## src/rtl/video_router_pkg.sv

```systemverilog
// Purpose: Shared constants for the zoomed video router.
// Assumes: 250 MHz core clock, dword config access.
// Notes: Per-pin routing fields sit four bits apart.
// Operation
// - One output source always selected; after reset it is socket 0.
// - Video output enable bit turns on the video output terminals.
// - No video data leaves unless slot A or slot B video enable set.
// - Routed socket with its enable cleared drives video outputs low.
// - Auto-detect senses each socket's pixel clock and a third one.
// - Auto-detect switches the source mux itself; select bits unused.
// - Auto-detect is off after reset, giving plain software selection.
// - Writing 1 to control bit 5 at 84h turns auto-detect on.
// - Control bits 4..2 choose source priority order; 111 reserved.
// - Field 111 at 14..12 or 10..8 makes pin 3 or 2 the clock sense.
// - Field 111 at 18..16, 6..4, 2..0 drives buffer switch on 4, 1, 0.
// - Buffer switch output shows that the external source is selected; driven high only while bit 7 and slot A or B enable are set.
package video_router_pkg;
	localparam logic [7:0] MM_CTRL_OFFSET = 8'h84;
	localparam logic [7:0] MF_ROUTE_OFFSET = 8'h8C;
	localparam logic [7:0] MM_CTRL_RESET = 8'h00;
	localparam logic [31:0] MF_ROUTE_RESET = 32'h0000_0000;
	localparam int SLOT_A_EN_BIT = 0;
	localparam int SLOT_B_EN_BIT = 1;
	localparam int PRIO_LSB = 2;
	localparam int AUTO_BIT = 5;
	localparam int PORT_SEL_BIT = 6;
	localparam int OUT_EN_BIT = 7;
	localparam logic [2:0] MF_FIELD_ZV = 3'h7;
	localparam int MF_FIELD_W = 4;
	localparam int NUM_MF_PINS = 5;
	localparam int SENSE_PIN_LO = 2;
	localparam int SENSE_PIN_HI = 3;
	localparam logic [NUM_MF_PINS-1:0] SWITCH_PIN_MASK = 5'h13;
	localparam logic [1:0] SRC_A = 2'h0;
	localparam logic [1:0] SRC_B = 2'h1;
	localparam logic [1:0] SRC_EXT = 2'h2;
	localparam int CLK_MHZ = 250;
	localparam int DETECT_WINDOW_NS = 1000;
	localparam int DETECT_CYCLES = (DETECT_WINDOW_NS * CLK_MHZ + 999) / 1000;
	localparam int PIXEL_W = 16;
	localparam int FIFO_DEPTH = 16;
endpackage : video_router_pkg

```

## src/rtl/pixel_stream_if.sv

```systemverilog
// Purpose: Valid/ready pixel word carrier between router and FIFO.
// Assumes: Single clock domain.
// Notes: Transfer when valid and ready are both high.
`timescale 1ns/10ps
interface pixel_stream_if #(parameter int WIDTH = 16);
	logic valid;
	logic ready;
	logic [WIDTH-1:0] data;
	modport source (output valid, output data, input ready);
	modport sink (input valid, input data, output ready);
endinterface : pixel_stream_if

```

## src/rtl/zoomed_video_router.sv

```systemverilog
// Purpose: Routes slot A or slot B pixels onto a buffered video port; the external source only drives the buffer switch.
// Assumes: Pixel data stable around its clock's rising edge.
// Notes: Config space dword access at 84h and 8Ch, answer next cycle.
`timescale 1ns/10ps
module zoomed_video_router #(
	parameter int PIXEL_W = video_router_pkg::PIXEL_W,
	parameter int FIFO_DEPTH = video_router_pkg::FIFO_DEPTH,
	parameter int DETECT_CYCLES = video_router_pkg::DETECT_CYCLES
) (
	input wire logic clk,
	input wire logic rst,
	input wire logic cfg_req,
	input wire logic cfg_we,
	input wire logic [7:0] cfg_addr,
	input wire logic [3:0] cfg_be,
	input wire logic [31:0] cfg_wdata,
	output logic [31:0] cfg_rdata,
	output logic cfg_ack,
	input wire logic slot_a_pclk,
	input wire logic [PIXEL_W-1:0] slot_a_pixel,
	input wire logic slot_b_pclk,
	input wire logic [PIXEL_W-1:0] slot_b_pixel,
	input wire logic video_out_ready,
	output logic [PIXEL_W-1:0] video_out_data,
	output logic video_out_strobe,
	output logic video_out_oe,
	output logic overflow,
	input wire logic [4:0] multifunction_pin_in,
	output logic [4:0] multifunction_pin_out,
	output logic [4:0] multifunction_pin_oe
);
	localparam int NP = video_router_pkg::NUM_MF_PINS;
	localparam int CW = $clog2(DETECT_CYCLES + 1);
	localparam logic [CW-1:0] WIN = CW'(DETECT_CYCLES);

	typedef enum logic [1:0] {
		MODE_IDLE = 2'b00,
		MODE_MANUAL = 2'b01,
		MODE_AUTO = 2'b10
	} route_mode_t;

	typedef struct packed {
		logic [7:0] mm;
		logic [31:0] route;
		logic [31:0] rdata;
		logic ack;
		logic [1:0] pclk_s1;
		logic [1:0] pclk_s2;
		logic [PIXEL_W-1:0] a_s1;
		logic [PIXEL_W-1:0] a_s2;
		logic [PIXEL_W-1:0] b_s1;
		logic [PIXEL_W-1:0] b_s2;
		logic [NP-1:0] mf_s1;
		logic [NP-1:0] mf_s2;
		logic [2:0] pclk_prev;
		logic [2:0][CW-1:0] idle_cnt;
		logic [2:0] active;
		logic [1:0] sel;
		route_mode_t mode;
		logic push;
		logic [PIXEL_W-1:0] push_data;
		logic [PIXEL_W-1:0] out_data;
		logic out_stb;
		logic out_oe;
		logic flush;
		logic ovf;
		logic [NP-1:0] mf_out;
		logic [NP-1:0] mf_oe;
	} router_state_t;

	router_state_t s_q;
	router_state_t s_d;

	pixel_stream_if #(.WIDTH(PIXEL_W)) fill_if ();
	pixel_stream_if #(.WIDTH(PIXEL_W)) drain_if ();

	// Sixteen words ride out short downstream stalls
	pixel_fifo #(
		.WIDTH(PIXEL_W),
		.DEPTH(FIFO_DEPTH)
	) u_fifo (
		.clk(clk),
		.rst(rst),
		.wr(fill_if.sink),
		.rd(drain_if.source)
	);

	assign fill_if.valid = s_q.push;
	assign fill_if.data = s_q.push_data;
	// Downstream stall backs up into the FIFO; a flush drains regardless
	assign drain_if.ready = (video_out_ready && s_q.out_oe) || s_q.flush;

	// Priority table: three source codes, first entry is top priority
	function automatic logic [5:0] prio_order(input logic [2:0] code);
		logic [5:0] o;
		o = {video_router_pkg::SRC_A, video_router_pkg::SRC_B,
			video_router_pkg::SRC_EXT};
		case (code)
			3'h0: o = {video_router_pkg::SRC_A, video_router_pkg::SRC_B,
				video_router_pkg::SRC_EXT};
			3'h1: o = {video_router_pkg::SRC_A, video_router_pkg::SRC_EXT,
				video_router_pkg::SRC_B};
			3'h2: o = {video_router_pkg::SRC_B, video_router_pkg::SRC_A,
				video_router_pkg::SRC_EXT};
			3'h3: o = {video_router_pkg::SRC_B, video_router_pkg::SRC_EXT,
				video_router_pkg::SRC_A};
			3'h4: o = {video_router_pkg::SRC_EXT, video_router_pkg::SRC_A,
				video_router_pkg::SRC_B};
			3'h5, 3'h6: o = {video_router_pkg::SRC_EXT,
				video_router_pkg::SRC_B, video_router_pkg::SRC_A};
			// Reserved code falls back to the first order
			default: o = {video_router_pkg::SRC_A, video_router_pkg::SRC_B,
				video_router_pkg::SRC_EXT};
		endcase
		return o;
	endfunction : prio_order

	logic [2:0] pclk_now;
	logic [2:0] pclk_rise;
	logic sense_lo;
	logic sense_hi;
	logic ext_pclk;
	logic en_a;
	logic en_b;
	logic auto_on;
	logic [5:0] order;
	logic [1:0] pick;
	logic found;
	logic sel_en;
	logic [PIXEL_W-1:0] sel_pixel;
	logic wr84;
	logic wr8c;
	logic [NP-1:0] field_zv;

	// One three-bit routing field per pin
	for (genvar p = 0; p < NP; p++) begin : g_pin_field
		assign field_zv[p] =
			(s_q.route[p*video_router_pkg::MF_FIELD_W +: 3] ==
			video_router_pkg::MF_FIELD_ZV);
	end

	always_comb begin
		s_d = s_q;
		s_d.ack = 1'b0;
		pick = s_q.sel;
		found = 1'b0;
		wr84 = cfg_req && cfg_we &&
			(cfg_addr[7:2] == video_router_pkg::MM_CTRL_OFFSET[7:2]);
		wr8c = cfg_req && cfg_we &&
			(cfg_addr[7:2] == video_router_pkg::MF_ROUTE_OFFSET[7:2]);

		// Config space access: low byte holds the 8-bit control register
		if (wr84 && cfg_be[0]) begin
			s_d.mm = cfg_wdata[7:0];
		end
		// Routing register takes each enabled byte lane on its own
		if (wr8c) begin
			for (int i = 0; i < 4; i++) begin
				if (cfg_be[i]) begin
					s_d.route[i*8 +: 8] = cfg_wdata[i*8 +: 8];
				end
			end
		end
		if (cfg_req) begin
			s_d.ack = 1'b1;
			s_d.rdata = 32'h0000_0000;
			if (!cfg_we) begin
				if (cfg_addr[7:2] == video_router_pkg::MM_CTRL_OFFSET[7:2]) begin
					s_d.rdata = {24'h00_0000, s_q.mm};
					// In auto mode the select bit reports the detected socket
					if (s_q.mode == MODE_AUTO) begin
						s_d.rdata[video_router_pkg::PORT_SEL_BIT] =
							(s_q.sel == video_router_pkg::SRC_B);
					end
				end else if (cfg_addr[7:2] ==
					video_router_pkg::MF_ROUTE_OFFSET[7:2]) begin
					s_d.rdata = s_q.route;
				end
			end
		end

		// Two-flop synchronisers for everything from the pins
		s_d.pclk_s1 = {slot_b_pclk, slot_a_pclk};
		s_d.pclk_s2 = s_q.pclk_s1;
		// Pixel bits need no gray code: they stand still around the edge
		s_d.a_s1 = slot_a_pixel;
		s_d.a_s2 = s_q.a_s1;
		s_d.b_s1 = slot_b_pixel;
		s_d.b_s2 = s_q.b_s1;
		s_d.mf_s1 = multifunction_pin_in;
		s_d.mf_s2 = s_q.mf_s1;

		// External pixel clock sense pin, pin 3 preferred over pin 2
		sense_hi = (s_q.route[video_router_pkg::SENSE_PIN_HI *
			video_router_pkg::MF_FIELD_W +: 3] ==
			video_router_pkg::MF_FIELD_ZV);
		sense_lo = (s_q.route[video_router_pkg::SENSE_PIN_LO *
			video_router_pkg::MF_FIELD_W +: 3] ==
			video_router_pkg::MF_FIELD_ZV);
		if (sense_hi) begin
			ext_pclk = s_q.mf_s2[video_router_pkg::SENSE_PIN_HI];
		end else if (sense_lo) begin
			ext_pclk = s_q.mf_s2[video_router_pkg::SENSE_PIN_LO];
		end else begin
			ext_pclk = 1'b0;
		end
		pclk_now = {ext_pclk, s_q.pclk_s2};
		pclk_rise = pclk_now & ~s_q.pclk_prev;
		s_d.pclk_prev = pclk_now;

		// Activity windows, one per source
		// Counter parks at the window end so it never wraps
		for (int i = 0; i < 3; i++) begin
			if (pclk_rise[i]) begin
				s_d.idle_cnt[i] = '0;
				s_d.active[i] = 1'b1;
			end else if (s_q.idle_cnt[i] != WIN) begin
				s_d.idle_cnt[i] = s_q.idle_cnt[i] + 1'b1;
			end else begin
				s_d.active[i] = 1'b0;
			end
		end

		en_a = s_q.mm[video_router_pkg::SLOT_A_EN_BIT];
		en_b = s_q.mm[video_router_pkg::SLOT_B_EN_BIT];
		auto_on = s_q.mm[video_router_pkg::AUTO_BIT];

		// Source selection; with nothing active the last choice stands
		order = prio_order(s_q.mm[video_router_pkg::PRIO_LSB +: 3]);
		case (s_q.mode)
			MODE_IDLE: begin
				s_d.mode = MODE_MANUAL;
				s_d.sel = video_router_pkg::SRC_A;
			end
			MODE_MANUAL: begin
				s_d.sel = s_q.mm[video_router_pkg::PORT_SEL_BIT] ?
					video_router_pkg::SRC_B : video_router_pkg::SRC_A;
				if (auto_on) begin
					s_d.mode = MODE_AUTO;
				end
			end
			MODE_AUTO: begin
				// Top entry first; the first active source wins
				for (int i = 2; i >= 0; i--) begin
					if (!found && s_q.active[order[i*2 +: 2]]) begin
						pick = order[i*2 +: 2];
						found = 1'b1;
					end
				end
				s_d.sel = pick;
				if (!auto_on) begin
					s_d.mode = MODE_MANUAL;
				end
			end
			default: begin
				s_d.mode = MODE_MANUAL;
				s_d.sel = video_router_pkg::SRC_A;
			end
		endcase
		// Old source words must never reach the port after a switch
		if (s_d.sel != s_q.sel) begin
			s_d.flush = 1'b1;
		end else if (!drain_if.valid && !s_q.push) begin
			s_d.flush = 1'b0;
		end

		// Enable of the routed source; external rides on either card enable
		case (s_q.sel)
			video_router_pkg::SRC_A: begin
				sel_en = en_a;
				sel_pixel = s_q.a_s2;
			end
			video_router_pkg::SRC_B: begin
				sel_en = en_b;
				sel_pixel = s_q.b_s2;
			end
			default: begin
				sel_en = en_a || en_b;
				sel_pixel = '0;
			end
		endcase
		s_d.out_oe = s_q.mm[video_router_pkg::OUT_EN_BIT];

		// Card pixels enter the FIFO on their own clock edge
		s_d.push = 1'b0;
		if (s_q.out_oe && (en_a || en_b) && sel_en &&
			(s_q.sel != video_router_pkg::SRC_EXT) &&
			pclk_rise[s_q.sel]) begin
			s_d.push = 1'b1;
			s_d.push_data = sel_pixel;
		end
		// Clear first so a drop in the same cycle still sets the flag
		if (wr84) begin
			s_d.ovf = 1'b0;
		end
		// Word dropped when the FIFO cannot take it
		if (s_q.push && !fill_if.ready) begin
			s_d.ovf = 1'b1;
		end

		// Output stage; low whenever the routed socket is disabled
		s_d.out_stb = 1'b0;
		if (!s_q.out_oe || !sel_en || !(en_a || en_b) ||
			s_q.flush) begin
			s_d.out_data = '0;
		end else if (drain_if.valid && drain_if.ready) begin
			s_d.out_data = drain_if.data;
			s_d.out_stb = 1'b1;
		end

		// Buffer switch and clock sense pins
		for (int p = 0; p < NP; p++) begin
			// Sense pins stay inputs; only switch pins may drive
			s_d.mf_oe[p] = 1'b0;
			s_d.mf_out[p] = 1'b0;
			if (video_router_pkg::SWITCH_PIN_MASK[p] &&
				field_zv[p]) begin
				s_d.mf_oe[p] = 1'b1;
				s_d.mf_out[p] = s_q.out_oe && (en_a || en_b) &&
					(s_q.sel == video_router_pkg::SRC_EXT);
			end
		end
	end

	always_ff @(posedge clk) begin
		if (rst) begin
			s_q <= '0;
			s_q.mm <= video_router_pkg::MM_CTRL_RESET;
			s_q.route <= video_router_pkg::MF_ROUTE_RESET;
			s_q.sel <= video_router_pkg::SRC_A;
			s_q.mode <= MODE_IDLE;
		end else begin
			s_q <= s_d;
		end
	end

	assign cfg_rdata = s_q.rdata;
	assign cfg_ack = s_q.ack;
	assign video_out_data = s_q.out_data;
	assign video_out_strobe = s_q.out_stb;
	assign video_out_oe = s_q.out_oe;
	assign overflow = s_q.ovf;
	assign multifunction_pin_out = s_q.mf_out;
	assign multifunction_pin_oe = s_q.mf_oe;
endmodule : zoomed_video_router

```

## src/rtl/pixel_fifo.sv

```systemverilog
// Purpose: Flip-flop FIFO buffering pixel words.
// Assumes: Depth is a power of two.
// Notes: Full and empty are exact; no write when full.
`timescale 1ns/10ps
module pixel_fifo #(
	parameter int WIDTH = 16,
	parameter int DEPTH = 16
) (
	input wire logic clk,
	input wire logic rst,
	pixel_stream_if.sink wr,
	pixel_stream_if.source rd
);
	localparam int AW = $clog2(DEPTH);
	typedef struct packed {
		logic [DEPTH-1:0][WIDTH-1:0] mem;
		logic [AW-1:0] wptr;
		logic [AW-1:0] rptr;
		logic [AW:0] count;
	} fifo_state_t;
	fifo_state_t s_q;
	fifo_state_t s_d;
	logic do_wr;
	logic do_rd;

	assign wr.ready = (s_q.count != (AW+1)'(DEPTH));
	assign rd.valid = (s_q.count != '0);
	assign rd.data = s_q.mem[s_q.rptr];
	assign do_wr = wr.valid && wr.ready;
	assign do_rd = rd.valid && rd.ready;

	always_comb begin
		s_d = s_q;
		if (do_wr) begin
			s_d.mem[s_q.wptr] = wr.data;
			s_d.wptr = s_q.wptr + 1'b1;
		end
		if (do_rd) begin
			s_d.rptr = s_q.rptr + 1'b1;
		end
		if (do_wr && !do_rd) begin
			s_d.count = s_q.count + 1'b1;
		end else if (do_rd && !do_wr) begin
			s_d.count = s_q.count - 1'b1;
		end
	end

	always_ff @(posedge clk) begin
		if (rst) begin
			s_q <= '0;
		end else begin
			s_q <= s_d;
		end
	end
endmodule : pixel_fifo

```

## config.mk

```make
export PLATFORM = sky130hd
export DESIGN_NAME = zoomed_video_router
export DESIGN_NICKNAME = d
export VERILOG_FILES = /design/src/rtl/video_router_pkg.sv /design/src/rtl/pixel_stream_if.sv /design/src/rtl/zoomed_video_router.sv /design/src/rtl/pixel_fifo.sv
export SDC_FILE = /design/constraint.sdc
export NUM_CORES = 1
export LEC_CHECK = 0
export BUFFER_PORTS_ARGS = -buffer_cell sky130_fd_sc_hd__buf_2
export CORE_MARGIN = 1.5
export CORE_UTILIZATION = 40
export DETAILED_ROUTE_END_ITERATION = 7
export GPL_TIMING_DRIVEN = 0
export MAX_ROUTING_LAYER = met4
export PLACE_DENSITY = 0.61
export SKIP_LAST_GASP = 1
export SLEW_MARGIN = 20
export SYNTH_ARGS = -nofsm -noshare
export SYNTH_HDL_FRONTEND = slang
export SYNTH_SLANG_ARGS = --single-unit
```

## constraint.sdc

```tcl
create_clock -name clk -period 4.6 [get_ports clk]
set_clock_uncertainty 0.05 [all_clocks]
set_input_delay 0.92 -clock clk [delete_from_list [all_inputs] [get_ports clk]]
set_output_delay 0.92 -clock clk [all_outputs]
set_load 0.05 [all_outputs]
```

After elaboration in Yosys (flattened, before gate mapping). Index checks and enable logic that the tools add are counted.

Word-level logic and storage cells: 206. Output and inout port bits: 62. Register bits after elaboration: 499.

$add $sub $neg: 7. Mux-type cells: 51. Order comparisons: 7. Equal/unequal tests: 28. Bitwise gates (word level): 5. Reduce and logical (&&, ||, !) cells: 52.

Operators by type and width (count): bitwise mux 256 bit (1); two-way mux 32 bit (3); binary-select mux 16 bit (select 4 bit) (1); demux 16 bit (select 4 bit) (1); two-way mux 16 bit (2); one-hot mux 16 bit (2 select lines) (1); one-hot mux 6 bit (5 select lines) (1); two-way mux 1 bit (27); adder 8 x 1 -> 8 bit, second input constant (3); equality test 3 bit, second input constant (8); != test 8 bit, second input constant (3); logical AND 1 bit (19); two-way mux 17 bit (1); OR reduction 2 bit (8); equality test 6 bit, second input constant (2); < comparator 2 x 3 -> 1 bit, second input constant (4); != test 2 bit, second input constant (6); logical NOT 1 bit (10); < comparator 4 x 5 -> 1 bit, second input constant (2); two-way mux 2 bit (5); two-way mux 5 bit (2); AND reduction 2 bit (5); adder 4 x 1 -> 4 bit, second input constant (2); binary-select mux 1 bit (select 2 bit) (4); other kinds (18) (29).

Depth between registers and ports, before layout.
Depth after elaboration: 17. Gate-level depth with buffers: 14. Mapped depth without buffers: 13.

By module. From an unflattened synthesis, not the netlist that was laid out.

Cell total of the unflattened synthesis: 2025. Area total of the unflattened synthesis: 20728.6 um2.

By module, submodules not included: pixel_fifo (area each 12144.1 um2, cells each 1078, instances 1, seq. area each 5385.2 um2); zoomed_video_router (area each 8584.5 um2, cells each 947, instances 1, seq. area each 4444.3 um2).

Least setup slack after synthesis. OpenSTA, ideal clock, no wires.

Path kind: input to register. Start point: in video_out_ready. End point: reg u_fifo.s_q[4] (netlist name). Slack: 1.387 ns. Stages: 12. Path buffers: 1. Required time: 4.480 ns. Arrival time: 3.093 ns. Setup time: 0.070 ns. Path through: a21oi_1 > nor2_1 > clkinv_1 > buf_1 > ha_1 > inv_1 > fa_1 > a21o_1 > a21oi_1 > xnor2_1 > or3_1 > a21oi_1.

Longest elaborated chain between the ends: 6.

RTL lines: start, declared (RTL line zoomed_video_router.sv:23) `input wire logic video_out_ready,`; logical AND 1 bit * (RTL line zoomed_video_router.sv:91) `assign drain_if.ready = (video_out_ready && s_q.out_oe) || s_q.flush;`; logical OR 1 bit * (RTL line zoomed_video_router.sv:91); logical AND 1 bit * (RTL line pixel_fifo.sv:30) `assign do_rd = rd.valid && rd.ready;`; logical NOT 1 bit (RTL line pixel_fifo.sv:41) `if (do_wr && !do_rd) begin`; logical AND 1 bit (RTL line pixel_fifo.sv:41); two-way mux 5 bit or nonzero test 2 bit (tied branches); end signal, assigned (RTL line pixel_fifo.sv:50) `s_q <= '0;`; end signal, assigned (RTL line pixel_fifo.sv:52) `s_q <= s_d;`; end, declared (RTL line pixel_fifo.sv:21) `fifo_state_t s_q;`.

Mark *: on every way between the ends. The rest lies on a longest branch, timed or not. A chain may end at the register's enable or synchronous reset.

Worst setup path after layout.
Start point: reg u_fifo.s_q[0] (netlist name). End point: reg u_fifo.s_q[4] (netlist name).

Longest elaborated chain between the ends: 5.

RTL lines: branches (longest 5 deep; another with subtractor 5 x 1 -> 5 bit).

Parallel ways; which one is timed is not known. The select of a mux whose other input is x is not followed.

==> results.sh <==
export IMPL_synth_top_flop_cell="sky130_fd_sc_hd__dfxtp_1"
export IMPL_hold_path_class="reg -> reg"
export IMPL_comb_power_share_pct=2.6
export IMPL_first_global_vias=15800
export IMPL_share_of_the_synthesized_area_in_compound_gates_ao_oa_aoi_oai_pct=11.5
export IMPL_cts_root_buf="sky130_fd_sc_hd__clkbuf_16"
export IMPL_final_net_count=2559
export IMPL_maxSlewHeadroom_pct=32.5
export IMPL_route_final_wire_length_um=55700
export IMPL_htree_levels=2
export IMPL_syn_area_um2=20000
export IMPL_ys_ff_latch=491
export IMPL_floorplan_core_area_um2=49200
export IMPL_postCtsHoldBufs=0
export IMPL_number_of_antenna_violations_at_the_first_check_in_global_routing=1
export IMPL_worst_ep_required_time_ps=5080
export IMPL_placement_rows=81
export IMPL_floorplan_initialDensity_pct=40.7
export IMPL_io_pin_count=150
export IMPL_track_usage_pct=22.6
export IMPL_combinational_family_with_the_most_area_after_synthesis="simple AND/OR/NAND/NOR gates"
export IMPL_flow_area_growth_from_synthesis_pct=16.7
export IMPL_reg2reg_from="u_fifo.s_q[0]$_SDFFE_PP0P_"
export IMPL_numClockSinks=491
export IMPL_switching_fraction_of_total_power_pct=21.7
export IMPL_worst_setup_path_end_kind="flop"
export IMPL_cp_endpoint="u_fifo.s_q[4]$_SDFFE_PP0P_"
export IMPL_timing_setup_tns_ps=0
export IMPL_synth_warnings=0
export IMPL_route_vias_total=16200
export IMPL_timing_fmax_mhz=261
export IMPL_cts_clk_slew_worst_paths_ps=60
export IMPL_placedInstanceArea_um2=21500
export IMPL_clock_power_share_pct=49.6
export IMPL_wire_per_inst_um=17.7
export IMPL_setup_violations_final=0
export IMPL_yosys_area_share_adder_pct=1.22
export IMPL_largest_net_degree_at_the_start_of_global_routing=15
export IMPL_synth_area_leader_cell="sky130_fd_sc_hd__dfxtp_1"
export IMPL_finalMaxSlewViolations=0
export IMPL_synth_area_leaders="sky130_fd_sc_hd__dfxtp_1 49%, sky130_fd_sc_hd__nand2_1 12%, sky130_fd_sc_hd__mux4_2 9.0%, sky130_fd_sc_hd__a21oi_1 8.6%, sky130_fd_sc_hd__nor2b_1 2.5%"
export IMPL_post_cts_repair_setup_buffers=0
export IMPL_floorplan_die_area_um2=51400
export IMPL_synth_distinct_cells=57
export IMPL_postSynthAreaPerCell_um2=8.86
export IMPL_cts_inserted_buffers=51
export IMPL_synth_enable_flop_cells=0
export IMPL_grt_setup_unrepaired="false"
export IMPL_crit_path_max_fanout=10
export IMPL_ys_seq_area_share_pct=49.1
export IMPL_die_height_um=227
export IMPL_seq_power_share_pct=47.8
export IMPL_simple_gate_area_share_of_the_yosys_netlist_pct=20.3
export IMPL_synthCells=2261
export IMPL_cts_root_to_sink_buffers=3
export IMPL_arrival_time_worst_endpoint_ps=4320
export IMPL_finalWorstPathRequiredPeriod_ps=3830
export IMPL_io_buffer_count=135
export IMPL_worstSetupStartpoint="u_fifo.s_q[0]$_SDFFE_PP0P_"
export IMPL_power_internal_uw=7050
export IMPL_detailed_place_hpwl_um=42100
export IMPL_worstReg2RegEnd="u_fifo.s_q[4]$_SDFFE_PP0P_"
export IMPL_power_density_nw_per_um2=385
export IMPL_wire_length_of_the_first_global_routing_pass_um=88000
export IMPL_finalCritPeriodShare_pct=83.4
export IMPL_tritoncts="yes"
export IMPL_synthXorXnorAreaFrac_pct=1.22
export IMPL_leakage_power_summed_over_all_cells_uw=0.00822
export IMPL_clock_insertion_delay_worst_skew_ps=610
export IMPL_yosys_cell_count_top_type="sky130_fd_sc_hd__nand2_1"
export IMPL_global_route_overflow_total=0
export IMPL_synth_top_cells_by_count="625 x sky130_fd_sc_hd__nand2_1, 491 x sky130_fd_sc_hd__dfxtp_1, 345 x sky130_fd_sc_hd__a21oi_1, 114 x sky130_fd_sc_hd__clkbuf_1, 111 x sky130_fd_sc_hd__nor2_1"
export IMPL_peak_supply_drop_mv=0.240
export IMPL_die_w_um=227
export IMPL_firstDrtPassIters=6
export IMPL_switching_power_uw=1950
export IMPL_rr_worst_depth=13
export IMPL_post_route_drc_count=0
export IMPL_fraction_of_synthesized_area_in_multiplexers_pct=10.5
export IMPL_finalHoldWorstSlack_ps=379
export IMPL_worstSetupStartpointType="flop"
export IMPL_max_cap_violations=0
export IMPL_vias_per_cell=5.14
export IMPL_worst_slew_pin_slew_ps=1010
export IMPL_asyncSetResetFlopFracSynth_pct=0
export IMPL_layout_drive_gt1_share_pct=16.6
export IMPL_criticalPathCategory="reg -> reg"
export IMPL_drt_iter0_markers=1260
export IMPL_run_status="complete, no violations"
export IMPL_globalplace_congestion=0.902
export IMPL_finish_utilization_pct=47.5
export IMPL_reg2reg_slack_ps=770
export IMPL_post_cts_resized_instances=0
export IMPL_synth_top_area_share_pct=49.1
export IMPL_hold_viol_final=0
export IMPL_area_of_all_placed_cells_without_fillers_um2=23400
export IMPL_drtAntennaViolNets=0
==> worst max-delay path, cell delays in order, from the launching register on <==
cell                       delay [ps]
sky130_fd_sc_hd__dfxtp_1          380
sky130_fd_sc_hd__nor4_4           440
sky130_fd_sc_hd__nor2b_1          180
sky130_fd_sc_hd__nor2_1           100
sky130_fd_sc_hd__clkinv_1         240
sky130_fd_sc_hd__buf_1            580
sky130_fd_sc_hd__ha_1             300
sky130_fd_sc_hd__inv_1            110
sky130_fd_sc_hd__fa_1             470
sky130_fd_sc_hd__a21o_1           170
sky130_fd_sc_hd__a21oi_1          160
sky130_fd_sc_hd__xnor2_1          100
sky130_fd_sc_hd__or3_1            310
sky130_fd_sc_hd__a21oi_1          150
==> layout by cell type (no fill, tap or decap), types with 27 or more instances in the layout <==
cell type / count
sky130_fd_sc_hd__dfxtp_1: 491
sky130_fd_sc_hd__a21oi_1: 345
sky130_fd_sc_hd__mux2i_1: 27
sky130_fd_sc_hd__buf_2: 169
sky130_fd_sc_hd__nand3_1: 57
sky130_fd_sc_hd__nand2_1: 625
sky130_fd_sc_hd__nor2_1: 111
sky130_fd_sc_hd__nor2b_1: 81
sky130_fd_sc_hd__clkbuf_16: 51
sky130_fd_sc_hd__clkbuf_1: 121
sky130_fd_sc_hd__buf_4: 58
sky130_fd_sc_hd__mux4_2: 80
==> per-stage QoR <==
stage | instances | total power [uW] | worst slack (ps)
6_report | 3157 | 9010 | 765
5_1_grt | 3157 | 9270 | 445
4_1_cts | 3156 | 9070 | 718
3_5_place_dp | 3063 | 4630 | 562
3_3_place_gp | 3063 | 4630 | 583
2_1_floorplan | 2264 | 4530 | 1390
==> area by class of cell <==
cell class | count | area, um2
Inverter | 19 | 71.3
Buffer | 230 | 1180
Timing Repair Buffer | 135 | 676
Clock inverter | 27 | 405
Sequential cell | 491 | 9830
Tap cell | 664 | 831
Fill cell | 4733 | 25800
Antenna cell | 1 | 2.50
Clock buffer | 66 | 1410
Multi-Input combinational cell | 1524 | 8960
==> power by group through the flow <==
stage / Clock [uW] / Sequential [uW] / Combinational (uW)
global placement: 0 / 4400 / 225
CTS: 4530 / 4310 / 231
finish: 4470 / 4310 / 230
detailed placement: 0 / 4400 / 230
floorplan: 0 / 4400 / 132
global route: 4700 / 4310 / 253
==> metal layers <==
metal	global-route usage, %	up-vias	share of wire [%]
met1	29.4	7727	44
met3	4.21	78	6.6
met4	7.05	0	2.1
li1	-	7932	-
met5	-	-	0
met2	35.7	481	47
==> state kept, by name, summed over array words and instances (netlist names), 2 cells and up <==
| register | count |
|---|---|
| cfg_rdata | 32 |
| fill_if.data | 16 |
| multifunction_pin_oe | 3 |
| multifunction_pin_out | 3 |
| pclk_now | 2 |
| s_d | 37 |
| s_q | 105 |
| u_fifo.s_q | 269 |
| video_out_data | 16 |
==> kinds of logic (layout without fill, tap and decap cells) <==
kind of cell | Yosys count | in the layout
AND/OR/NAND/NOR | 947 | 947
buffers and inverters | 249 | 477
multiplexers | 109 | 109
flip-flops | 491 | 491
AO/OA/AOI/OAI | 417 | 417
XOR/XNOR | 28 | 28
other | 1 | 5
adder cells (fa/ha/maj) | 19 | 19
==> how the worst min path moves through the flow <==
| stage | start | endpoint | slack, ps | depth (start not counted) |
|---|---|---|---|---|
| 3_5_place_dp | s_d[130]$_SDFF_PP0_ | s_q[130]$_SDFF_PP0_ | 370 | 1 |
| 6_report | s_d[125]$_SDFF_PP0_ | s_q[125]$_SDFF_PP0_ | 380 | 1 |
| 4_1_cts | s_d[125]$_SDFF_PP0_ | s_q[125]$_SDFF_PP0_ | 390 | 1 |
| 5_1_grt | s_d[125]$_SDFF_PP0_ | s_q[125]$_SDFF_PP0_ | 400 | 1 |
| 2_1_floorplan | s_d[155]$_SDFF_PP0_ | pclk_now[0]$_SDFF_PP0_ | 360 | 1 |
| 3_3_place_gp | s_d[128]$_SDFF_PP0_ | s_q[128]$_SDFF_PP0_ | 370 | 1 |
Note: power is estimated with default switching activity, not from simulation.
